<file path="config.mk">
export PLATFORM = sky130hd
export DESIGN_NAME = pll_lock_and_cal_control
export DESIGN_NICKNAME = d
export VERILOG_FILES = /design/src/pll_lock_pkg.sv /design/src/cal_clock_divider.sv /design/src/pll_lock_and_cal_control.sv
export VERILOG_INCLUDE_DIRS = /design/src
export SDC_FILE = /design/constraint.sdc
export NUM_CORES = 1
export LEC_CHECK = 0
export ABC_AREA = 1
export BUFFER_PORTS_ARGS = -buffer_cell sky130_fd_sc_hd__buf_2
export CAP_MARGIN = 20
export CORE_MARGIN = 2
export CORE_UTILIZATION = 56
export CTS_BUF_LIST = sky130_fd_sc_hd__clkbuf_2 sky130_fd_sc_hd__clkbuf_4 sky130_fd_sc_hd__clkbuf_8
export DETAILED_ROUTE_END_ITERATION = 8
export PLACE_DENSITY = 0.93
export SYNTH_ARGS = -nofsm -noshare
export SYNTH_HDL_FRONTEND = slang
export SYNTH_HIERARCHICAL = 1
export SYNTH_SLANG_ARGS = --single-unit
</file>
<file path="constraint.sdc">
create_clock -name hclk -period 5.8 [get_ports hclk]
set_input_delay 0.58 -clock hclk [delete_from_list [all_inputs] [get_ports hclk]]
set_output_delay 0.58 -clock hclk [all_outputs]
set_load 0.01 [all_outputs]
</file>
<file path="src/pll_lock_consts.svh">
/*
 * Constants for the PLL lock detect and calibration control block:
 * register byte addresses, reset values, counts and window times.
 * Assumes it is included by bare name wherever a constant is needed.
 */
`ifndef PLL_LOCK_CONSTS_SVH
`define PLL_LOCK_CONSTS_SVH

// ==========================================================
// Register map (byte addresses, one aligned word each)
`define CTRL_ADDR 12'h018
`define IRQ_STAT_ADDR 12'h020
`define IRQ_MASK_ADDR 12'h024
`define LOCK_STATE_ADDR 12'h028

// ==========================================================
// Reset values and write masks
`define CTRL_RESET 8'h06
`define CTRL_WMASK 8'hfe
`define IRQ_RESET 2'h0
`define IRQ_ACQ 2'h1
`define IRQ_LOSS 2'h2

// ==========================================================
// Consecutive in-window detector cycles needed for lock
`define LOCK_CNT_SEL0 8'h05
`define LOCK_CNT_SEL1 8'h10
`define LOCK_CNT_SEL2 8'h40
`define LOCK_CNT_SEL3 8'hff
`define CNT_ZERO 8'h00
`define CNT_ONE 8'h01

// ==========================================================
// Lock window times in picoseconds (3500 ps high range)
`define WIN_HIGH_PS 16'h0dac
`define WIN_LOW_PS 16'h03e8
`define LOSS_HIGH_PS 16'h1b58
`define LOSS_LOW_PS 16'h07d0

// ==========================================================
// Calibration divider: reference ticks per half period
`define CAL_HALF_DIV2 4'h1
`define CAL_HALF_DIV4 4'h2
`define CAL_HALF_DIV8 4'h4
`define CAL_HALF_DIV16 4'h8
`define CAL_CNT_ONE 4'h1
`define CAL_CNT_ZERO 4'h0

// ==========================================================
// Bus constants
`define HRESP_OKAY 1'b0
`define RDATA_ZERO 32'h0000_0000

`endif

</file>
<file path="src/pll_lock_pkg.sv">
/*
 * Types for the PLL lock detect and calibration control block.
 * Assumes the constants header supplies all numeric values.
 */
package pll_lock_pkg;

    // ==========================================================
    // Control register layout, msb first
    typedef struct packed {
        logic dc_off;
        logic [1:0] lock_cnt;
        logic win_low;
        logic ld_dis;
        logic [1:0] cal_div;
        logic rsvd;
    } ctrl_t;

    // ==========================================================
    // Bus request held from address phase into data phase
    typedef struct packed {
        logic wr;
        logic rd;
        logic [11:0] addr;
    } bus_req_t;

    // ==========================================================
    // Lock detector states
    typedef enum logic [2:0] {
        ST_OFF = 3'b001,
        ST_ACQ = 3'b010,
        ST_LOCK = 3'b100
    } lock_state_t;

endpackage

</file>
<file path="src/cal_clock_divider.sv">
/*
 * Divides reference clock ticks into the VCO calibration clock.
 * Assumes ref_tick is a one-cycle pulse per reference clock period,
 * synchronous to hclk.
 */
`timescale 1ns/1ps
`include "pll_lock_consts.svh"

module cal_clock_divider (
    input wire logic hclk,
    input wire logic hresetn,
    input wire logic ce,
    input wire logic ref_tick,
    input wire logic [1:0] div_sel,
    output logic cal_clk
);

    // ==========================================================
    // Divider state
    logic [3:0] half;
    logic [3:0] cnt_q;
    logic [3:0] cnt_d;
    logic clk_q;
    logic clk_d;

    // Half period in ticks for each ratio
    always_comb begin
        case (div_sel)
            2'h0: half = `CAL_HALF_DIV2;
            2'h1: half = `CAL_HALF_DIV4;
            2'h2: half = `CAL_HALF_DIV8;
            default: half = `CAL_HALF_DIV16;
        endcase
    end

    // Count ticks and toggle at each half period
    always_comb begin
        cnt_d = cnt_q;
        clk_d = clk_q;
        if (ce && ref_tick) begin
            if (cnt_q + `CAL_CNT_ONE >= half) begin
                cnt_d = `CAL_CNT_ZERO;
                clk_d = ~clk_q;
            end else begin
                cnt_d = 4'(cnt_q + `CAL_CNT_ONE);
            end
        end
    end

    // Register divider state
    always_ff @(posedge hclk or negedge hresetn) begin
        if (!hresetn) begin
            cnt_q <= `CAL_CNT_ZERO;
            clk_q <= 1'b0;
        end else begin
            cnt_q <= cnt_d;
            clk_q <= clk_d;
        end
    end

    assign cal_clk = clk_q;
endmodule // cal_clock_divider

</file>
<file path="src/pll_lock_and_cal_control.sv">
/*
 * PLL lock detect and calibration control with an AHB-Lite slave.
 * Assumes detector samples and reference ticks are synchronous to
 * hclk, and that the bus master issues single word transfers.
 * Status bits clear on read; an event in the clearing cycle wins.
 */
// Decided for this implementation: the AHB-Lite register port.
// Functional notes
// - Bit 7 adds dc offset to reference input
// - Lock needs 5/16/64/255 consecutive in-window cycles
// - Lock set when edge gap below window
// - Lock held until gap exceeds loss threshold
// - Window bit: 0 high range 3.5 ns
// - Disable bit 0 gives normal lock detection
// - Calibration clock divides reference by field ratio
// - Divider 2/4/8/16, reset selects 16
`timescale 1ns/1ps
`include "pll_lock_consts.svh"

module pll_lock_and_cal_control #(
    parameter logic [15:0] WIN_LOW_PS = `WIN_LOW_PS,
    parameter logic [15:0] LOSS_HIGH_PS = `LOSS_HIGH_PS,
    parameter logic [15:0] LOSS_LOW_PS = `LOSS_LOW_PS
) (
    input wire logic hclk,
    input wire logic hresetn,
    input wire logic ce,
    input wire logic hsel,
    input wire logic [31:0] haddr,
    input wire logic [1:0] htrans,
    input wire logic hwrite,
    input wire logic [2:0] hsize,
    input wire logic [31:0] hwdata,
    input wire logic hready,
    output logic hreadyout,
    output logic hresp,
    output logic [31:0] hrdata,
    input wire logic pfd_sample,
    input wire logic [15:0] pfd_diff_ps,
    input wire logic ref_clk_tick,
    output logic digital_lock_flag,
    output logic ref_dc_offset_en,
    output logic cal_clk,
    output logic irq
);

    // ==========================================================
    // Register bank state
    pll_lock_pkg::ctrl_t ctrl_q;
    pll_lock_pkg::ctrl_t ctrl_d;
    pll_lock_pkg::bus_req_t req_q;
    pll_lock_pkg::bus_req_t req_d;
    logic [1:0] stat_q;
    logic [1:0] stat_d;
    logic [1:0] mask_q;
    logic [1:0] mask_d;
    logic [1:0] clr;
    logic [1:0] ev;
    logic [31:0] rdata_q;
    logic [31:0] rdata_d;
    logic irq_q;
    logic irq_d;
    logic accept;

    // ==========================================================
    // Lock detector state
    pll_lock_pkg::lock_state_t state_q;
    pll_lock_pkg::lock_state_t state_d;
    logic [7:0] cnt_q;
    logic [7:0] cnt_d;
    logic [7:0] need;
    logic [15:0] win_ps;
    logic [15:0] loss_ps;
    logic flag_q;
    logic flag_d;
    logic in_win;

    // An access is taken only while the bus is ready and we are selected
    assign accept = hready && hsel && htrans[1];

    // Bus decode, register writes, read data and sticky status
    always_comb begin
        req_d = req_q;
        ctrl_d = ctrl_q;
        mask_d = mask_q;
        rdata_d = rdata_q;
        clr = 2'h0;
        stat_d = stat_q;
        irq_d = irq_q;
        if (ce) begin
            if (req_q.wr) begin
                case (req_q.addr)
                    `CTRL_ADDR: ctrl_d = pll_lock_pkg::ctrl_t'(
                        hwdata[7:0] & `CTRL_WMASK);
                    `IRQ_MASK_ADDR: mask_d = hwdata[1:0];
                    default: ;
                endcase
            end
            if (hready) begin
                req_d.wr = accept && hwrite;
                req_d.rd = accept && !hwrite;
                req_d.addr = {haddr[11:2], 2'b00};
            end
            // Control and mask read data use the next register values, so a read whose
            // address phase meets a write's data phase sees the new value
            if (accept && !hwrite) begin
                case ({haddr[11:2], 2'b00})
                    `CTRL_ADDR: rdata_d = {24'h00_0000, ctrl_d};
                    `IRQ_STAT_ADDR: begin
                        rdata_d = {30'h0000_0000, stat_q};
                        clr = stat_q;
                    end
                    `IRQ_MASK_ADDR: rdata_d = {30'h0000_0000, mask_d};
                    `LOCK_STATE_ADDR: rdata_d = {16'h0000, cnt_q,
                        5'h00, state_q == pll_lock_pkg::ST_OFF,
                        in_win, flag_q};
                    default: rdata_d = `RDATA_ZERO;
                endcase
            end
            stat_d = (stat_q & ~clr) | ev; // Set wins over clear
            irq_d = |(stat_d & mask_d);
        end
    end

    // Register bank flops
    always_ff @(posedge hclk or negedge hresetn) begin
        if (!hresetn) begin
            req_q <= '0;
            ctrl_q <= pll_lock_pkg::ctrl_t'(`CTRL_RESET);
            mask_q <= `IRQ_RESET;
            stat_q <= `IRQ_RESET;
            rdata_q <= `RDATA_ZERO;
            irq_q <= 1'b0;
        end else begin
            req_q <= req_d;
            ctrl_q <= ctrl_d;
            mask_q <= mask_d;
            stat_q <= stat_d;
            rdata_q <= rdata_d;
            irq_q <= irq_d;
        end
    end

    // Zero wait state slave, always OKAY
    assign hreadyout = 1'b1;
    assign hresp = `HRESP_OKAY;
    assign hrdata = rdata_q;
    assign irq = irq_q;
    assign ref_dc_offset_en = ctrl_q.dc_off;
    assign digital_lock_flag = flag_q;

    // Window, loss threshold and cycle count selection
    always_comb begin
        win_ps = ctrl_q.win_low ? WIN_LOW_PS : `WIN_HIGH_PS;
        loss_ps = ctrl_q.win_low ? LOSS_LOW_PS : LOSS_HIGH_PS;
        case (ctrl_q.lock_cnt)
            2'h0: need = `LOCK_CNT_SEL0;
            2'h1: need = `LOCK_CNT_SEL1;
            2'h2: need = `LOCK_CNT_SEL2;
            default: need = `LOCK_CNT_SEL3;
        endcase
        in_win = pfd_diff_ps < win_ps;
    end

    // Lock detector next state
    always_comb begin
        state_d = state_q;
        cnt_d = cnt_q;
        ev = 2'h0;
        if (ce) begin
            case (state_q)
                pll_lock_pkg::ST_OFF: begin
                    if (!ctrl_q.ld_dis) begin
                        state_d = pll_lock_pkg::ST_ACQ;
                    end
                end
                pll_lock_pkg::ST_ACQ: begin
                    if (ctrl_q.ld_dis) begin
                        state_d = pll_lock_pkg::ST_OFF;
                        cnt_d = `CNT_ZERO;
                    end else if (pfd_sample && in_win) begin
                        // Count stops at need, so 255 cannot wrap
                        cnt_d = 8'(cnt_q + `CNT_ONE);
                        if (cnt_q + `CNT_ONE >= need) begin
                            state_d = pll_lock_pkg::ST_LOCK;
                            ev = `IRQ_ACQ;
                        end
                    end else if (pfd_sample) begin
                        cnt_d = `CNT_ZERO;
                    end
                end
                pll_lock_pkg::ST_LOCK: begin
                    if (ctrl_q.ld_dis) begin
                        state_d = pll_lock_pkg::ST_OFF;
                        cnt_d = `CNT_ZERO;
                    end else if (pfd_sample && pfd_diff_ps > loss_ps) begin
                        state_d = pll_lock_pkg::ST_ACQ;
                        cnt_d = `CNT_ZERO;
                        ev = `IRQ_LOSS;
                    end
                end
                default: begin
                    state_d = pll_lock_pkg::ST_OFF;
                    cnt_d = `CNT_ZERO;
                end
            endcase
        end
        // Flag follows the next state, so it rises on the Nth sample edge
        flag_d = state_d == pll_lock_pkg::ST_LOCK;
    end

    // Lock detector flops
    always_ff @(posedge hclk or negedge hresetn) begin
        if (!hresetn) begin
            state_q <= pll_lock_pkg::ST_ACQ;
            cnt_q <= `CNT_ZERO;
            flag_q <= 1'b0;
        end else begin
            state_q <= state_d;
            cnt_q <= cnt_d;
            flag_q <= flag_d;
        end
    end

    // ==========================================================
    // Calibration clock divider
    cal_clock_divider u_cal_div (
        .hclk(hclk),
        .hresetn(hresetn),
        .ce(ce),
        .ref_tick(ref_clk_tick),
        .div_sel(ctrl_q.cal_div),
        .cal_clk(cal_clk)
    );
endmodule // pll_lock_and_cal_control

</file>
* Yosys cells after proc, flatten, opt, wreduce, memory -nomap -nowiden
Index checks and enable logic that the tools add are counted.
** Word-level totals
- Word-level logic and storage cells :: 95
- Input bits :: 93
- Bits in registers :: 73
- Output and inout port bits :: 38
** Cells by class
- Reductions and logical operators :: 15
- Bitwise gates (word level) :: 6
- Magnitude comparators :: 4
- Mux-type cells :: 35
- $add $sub $neg :: 2
- Equality and inequality tests :: 16
** Operator list (number)
- $pmux 16 s4 :: 1
- $mux 8 :: 7
- $pmux 8 s3 :: 2
- $eq 10x4->1 const B :: 4
- $mux 3 :: 7
- $eq 10x3->1 const B :: 2
- $mux 2 :: 9
- $gt 16x13->1 :: 1
- $lt 16x12->1 :: 1
- $mux 13 :: 1
- $mux 12 :: 1
- $pmux 4 s3 :: 1
- $pmux 3 s3 :: 1
- $add 8x1->8 const B :: 1
- $ge 8x8->1 :: 1
- $logic_and 1x1->1 :: 7
- $eq 3x3->1 const B :: 2
- $reduce_and 2->1 :: 3
- $add 4x1->4 const B :: 1
- $and 2x2->2 :: 2
- $eq 2x1->1 const B :: 2
- $eq 2x2->1 const B :: 2
- $ge 4x4->1 :: 1
- $logic_not 2->1 :: 2
- other kinds (13) :: 16

* Longest topological paths before layout
- Word-level depth :: 11
- Gate-level depth with buffers :: 19
- Depth with buffers taken out :: 19

* Modules after synthesis
The synthesis kept the hierarchy.
** By module, submodules not included
- pll_lock_and_cal_control :: area each 3353.2 um^2, cells each 458, seq. area each 1305.0 um^2, instances 1
- cal_clock_divider :: area each 366.6 um^2, cells each 50, seq. area each 125.1 um^2, instances 1

* Least setup slack after synthesis
Ideal clock, no wire load.
- Path type :: flip-flop to flip-flop
- Start point :: register cnt_q[0] (netlist name)
- End point :: register flag_q, in the netlist digital_lock_flag
- Setup time :: 0.115 ns
- Data required time :: 5.685 ns
- Data arrival time :: 2.020 ns
- Clock period less this slack :: 2.134 ns
- Path buffers :: 0
- Stages on the path, launching flop included :: 20
- Slack :: 3.666 ns
- Path through :: dfrtp_1 -> ha_1 -> nand2_1 -> nor2_1 -> nand2_1 -> xor2_1 -> inv_1 -> ha_1 -> nand2_1 -> nor2_1 -> nor3_1 -> nand2_1 -> nand2_1 -> nand2_1 -> nand2_1 -> nand2_1 -> nand2_1 -> nand2_1 -> nand2_1 -> nor2_1
** RTL lines
- to (signal assigned) :: line pll_lock_and_cal_control.sv:221 : flag_q <= flag_d;
- to (decl) :: line pll_lock_and_cal_control.sv:74 : logic flag_q;

==> impl_metrics.tcl <==
set metrics [dict create \
    slew_headroom_pct 51.3 \
    overflow 0 \
    crit_fanout 4 \
    finalSetupTns_ns 0 \
    synth.top_cells.by_count "146 x nand2_1, 77 x inv_1, 54 x dfrtp_1" \
    tightest_slew_ns 0.730 \
    root_buffer "clkbuf_8" \
    cts_buffer_depth 2 \
    clk_latency_ns 0.35 \
    p_sw_share_pct 28.4 \
    cp.arrival_ns 2.76 \
    fin_nets 692 \
    post-route-period-util_pct 43.7 \
    slew_violations 0 \
    synth_top_cell_by_area "dfrtp_1" \
    yosysSeqAreaShare_pct 38.4 \
    peakVddDrop_mv 0.143 \
    setup_viol 0 \
    max_freq_ghz 0.395 \
    synth_top_area_share_pct 36.3 \
    ys_top_cells_by_area "dfrtp_1 36%, nand2_1 15%, ha_1 8.4%, inv_1 7.8%, o21ai_0 5.8%" \
    syn_inst 508 \
    track_usage_pct 24.1 \
    synth_edf_count 0 \
    grt_pass1_vias 3210 \
    die_w_um 85.5 \
    crit_type "reg -> reg" \
    antennaDiodeCount 0 \
    hold_viol 0 \
    hpwlAfterDp_um 6300 \
    area_growth_pct 14.5 \
    via_count 3426 \
    total_leakage_power_uw 0.00237 \
    nFillCells 526 \
    cts_buffers 9 \
    ys_warn_count 6 \
    skew_ns 0.0103 \
    placed_area_um2 4030 \
    routed_wl_um 8470 \
    p_seq_share_pct 41.5 \
    postCtsSetupRepairBufs 0 \
    ys.flop_type "dfrtp_1" \
    cts-htree-levels 3 \
    avgSynthCellArea_um2 7.32 \
    grt_max_degree 58 \
    antenna_found_initial 0 \
    cts_tree "built" \
    synth.ff_latch_count 57 \
    cts_hold_buffers 0 \
    clock_power_share_pct 41.2 \
    cts.repair.resized 0 \
    drt_iter0_drc 299 \
    synth-async-reset-ratio_pct 100 \
    die-area_um2 7310 \
    ios 131 \
    portBuffers 62 \
    synthDistinctLibCells 36 \
    core_um2 6390 \
    synth.most_common_cell "nand2_1" \
    detail-route-antenna-nets 0 \
    drive_above_1_share_pct 17.6 \
    fin_area_um2 4260 \
    die_y_um 85.5 \
    switchingPower_uw 304 \
    maxCapViolCount 0 \
    drt_pass1_iterations 5 \
    p_per_area_nw_per_um2 251 \
    rsz0062_at_grt "false" \
    outcome "finished, final reports clean" \
    vias_per_cell 5.22 \
    combPwrFrac_pct 17.3 \
    required_ns 6.03 \
    place.gp.congestion 0.932 \
    end_kind "flop" \
    rows 29 \
    hp-class "in -> async" \
    drcViolationCount 0 \
    fin_crit_ns 2.53 \
    start_kind "flop" \
    intPower_uw 765 \
    grt_first_pass_wirelength_um 14000 \
    clkTransAtPathRegs_ns 0.07 \
    wl_per_cell_um 12.9 \
    synth_area_um2 3720 \
    start_util_pct 58.2 \
    cts_sinks 57 \
]
## state kept, by name (all words and copies together), names as in the netlist
signal,flops
u_cal_div/cnt_q,4
digital_lock_flag,1
req_q,11
cnt_q,8
hrdata,16
mask_q,2
state_q,3
stat_q,2
ctrl_q,7
ref_dc_offset_en,1
u_cal_div/cal_clk,1
irq,1
## worst max-delay path, stage by stage, from the launching register on
cell and delay [ns]:
dfrtp_1 0.42, nand3_1 0.20, nor3_1 0.25, nand2_1 0.10, xor2_1 0.19, inv_1 0.07, ha_1 0.31, nand2_1 0.09
nor2_1 0.05, nor3_1 0.12, nand2_1 0.09, nand2_1 0.09, nand2_1 0.06, nand2_1 0.06, nand2_1 0.06, nand2_1 0.06
nand2_1 0.05, nand2_1 0.10, nor2_1 0.05
## final cells by class
cell class | count | area (um^2) | share of cell area, %
Sequential cell | 57 | 1430 | 33.6
Timing Repair Buffer | 63 | 318 | 7.46
Clock buffer | 14 | 174 | 4.08
Inverter | 82 | 308 | 7.23
Multi-Input combinational cell | 361 | 1870 | 44.0
Tap cell | 77 | 96.3 | 2.26
Clock inverter | 2 | 60.1 | 1.41
## metal layers
layer  track usage [%]  vias up  routed length (um)
li1                  -     1705                   -
met1              28.6     1591                3480
met2              41.6      111                4280
met3              6.74       19                 542
met4              9.09        0                 159
met5                 0        -                   0
## power groups by stage
| stage | clock [uW] | combinational (uW) | sequential, uW |
|---|---|---|---|
| floorplan | 0 | 144 | 447 |
| global placement | 0 | 173 | 448 |
| detailed placement | 0 | 182 | 450 |
| CTS | 441 | 184 | 443 |
| global route | 461 | 209 | 446 |
| finish | 441 | 185 | 444 |
## path summary, 6_finish.rpt
kind                                     end  depth (start not counted)       from  slack, ns
max                        digital_lock_flag                         18   cnt_q[2]       3.27
min                                 req_q[7]                          2    hresetn       0.35
max reg2reg                digital_lock_flag                         18   cnt_q[2]       3.27
min reg2reg                        hrdata[1]                          2  hrdata[1]       0.48
max in group asynchronous          ctrl_q[4]                          2    hresetn       4.93
min in group hclk                  hrdata[1]                          2  hrdata[1]       0.48
## cells by family (layout without fill, tap and decap cells)
logic type      count (synthesis)  count (layout)  synth area share [%]
other cells                     2              18                 0.202
fa+ha+maj                      25              25                  8.41
buf+inv                       106             161                  12.8
xor+xnor                        5               5                  1.18
compound gates                 74              74                  10.8
flops                          57              57                  38.4
simple gates                  239             239                  28.2
## cells in the final DEF, fill, tap and decap left out, types with 3 or more instances in the layout
cell type / synthesis / routed
ha_1: 25 / 25
clkbuf_4: 0 / 3
dfrtp_1: 54 / 54
o21ai_1: 10 / 10
nand4_1: 7 / 7
a21oi_1: 8 / 8
nor3_1: 5 / 5
nand3_2: 3 / 3
o22ai_1: 5 / 5
dfstp_2: 3 / 3
conb_1: 2 / 18
nand2_1: 146 / 146
nand3_1: 24 / 24
buf_2: 0 / 62
inv_1: 77 / 77
nor2_1: 39 / 39
o211ai_1: 3 / 3
clkbuf_8: 0 / 11
inv_2: 5 / 5
xor2_1: 5 / 5
o21ai_0: 43 / 43
## stage by stage
step | hold WS (ns) | total power [uW] | instances | util (%) | setup WS [ns]
after CTS | 0.399 | 1070 | 656 | 66.7 | 3.32
after floorplan | 0.284 | 591 | 524 | - | 3.67
final | 0.348 | 1070 | 656 | 66.7 | 3.27
after detailed placement | 0.464 | 633 | 640 | 63.0 | 3.38
after global routing | 0.431 | 1120 | 656 | 66.7 | 3.04
after global placement | 0.455 | 621 | 640 | 63.0 | 3.49
Power figures use the tool's default switching activity.
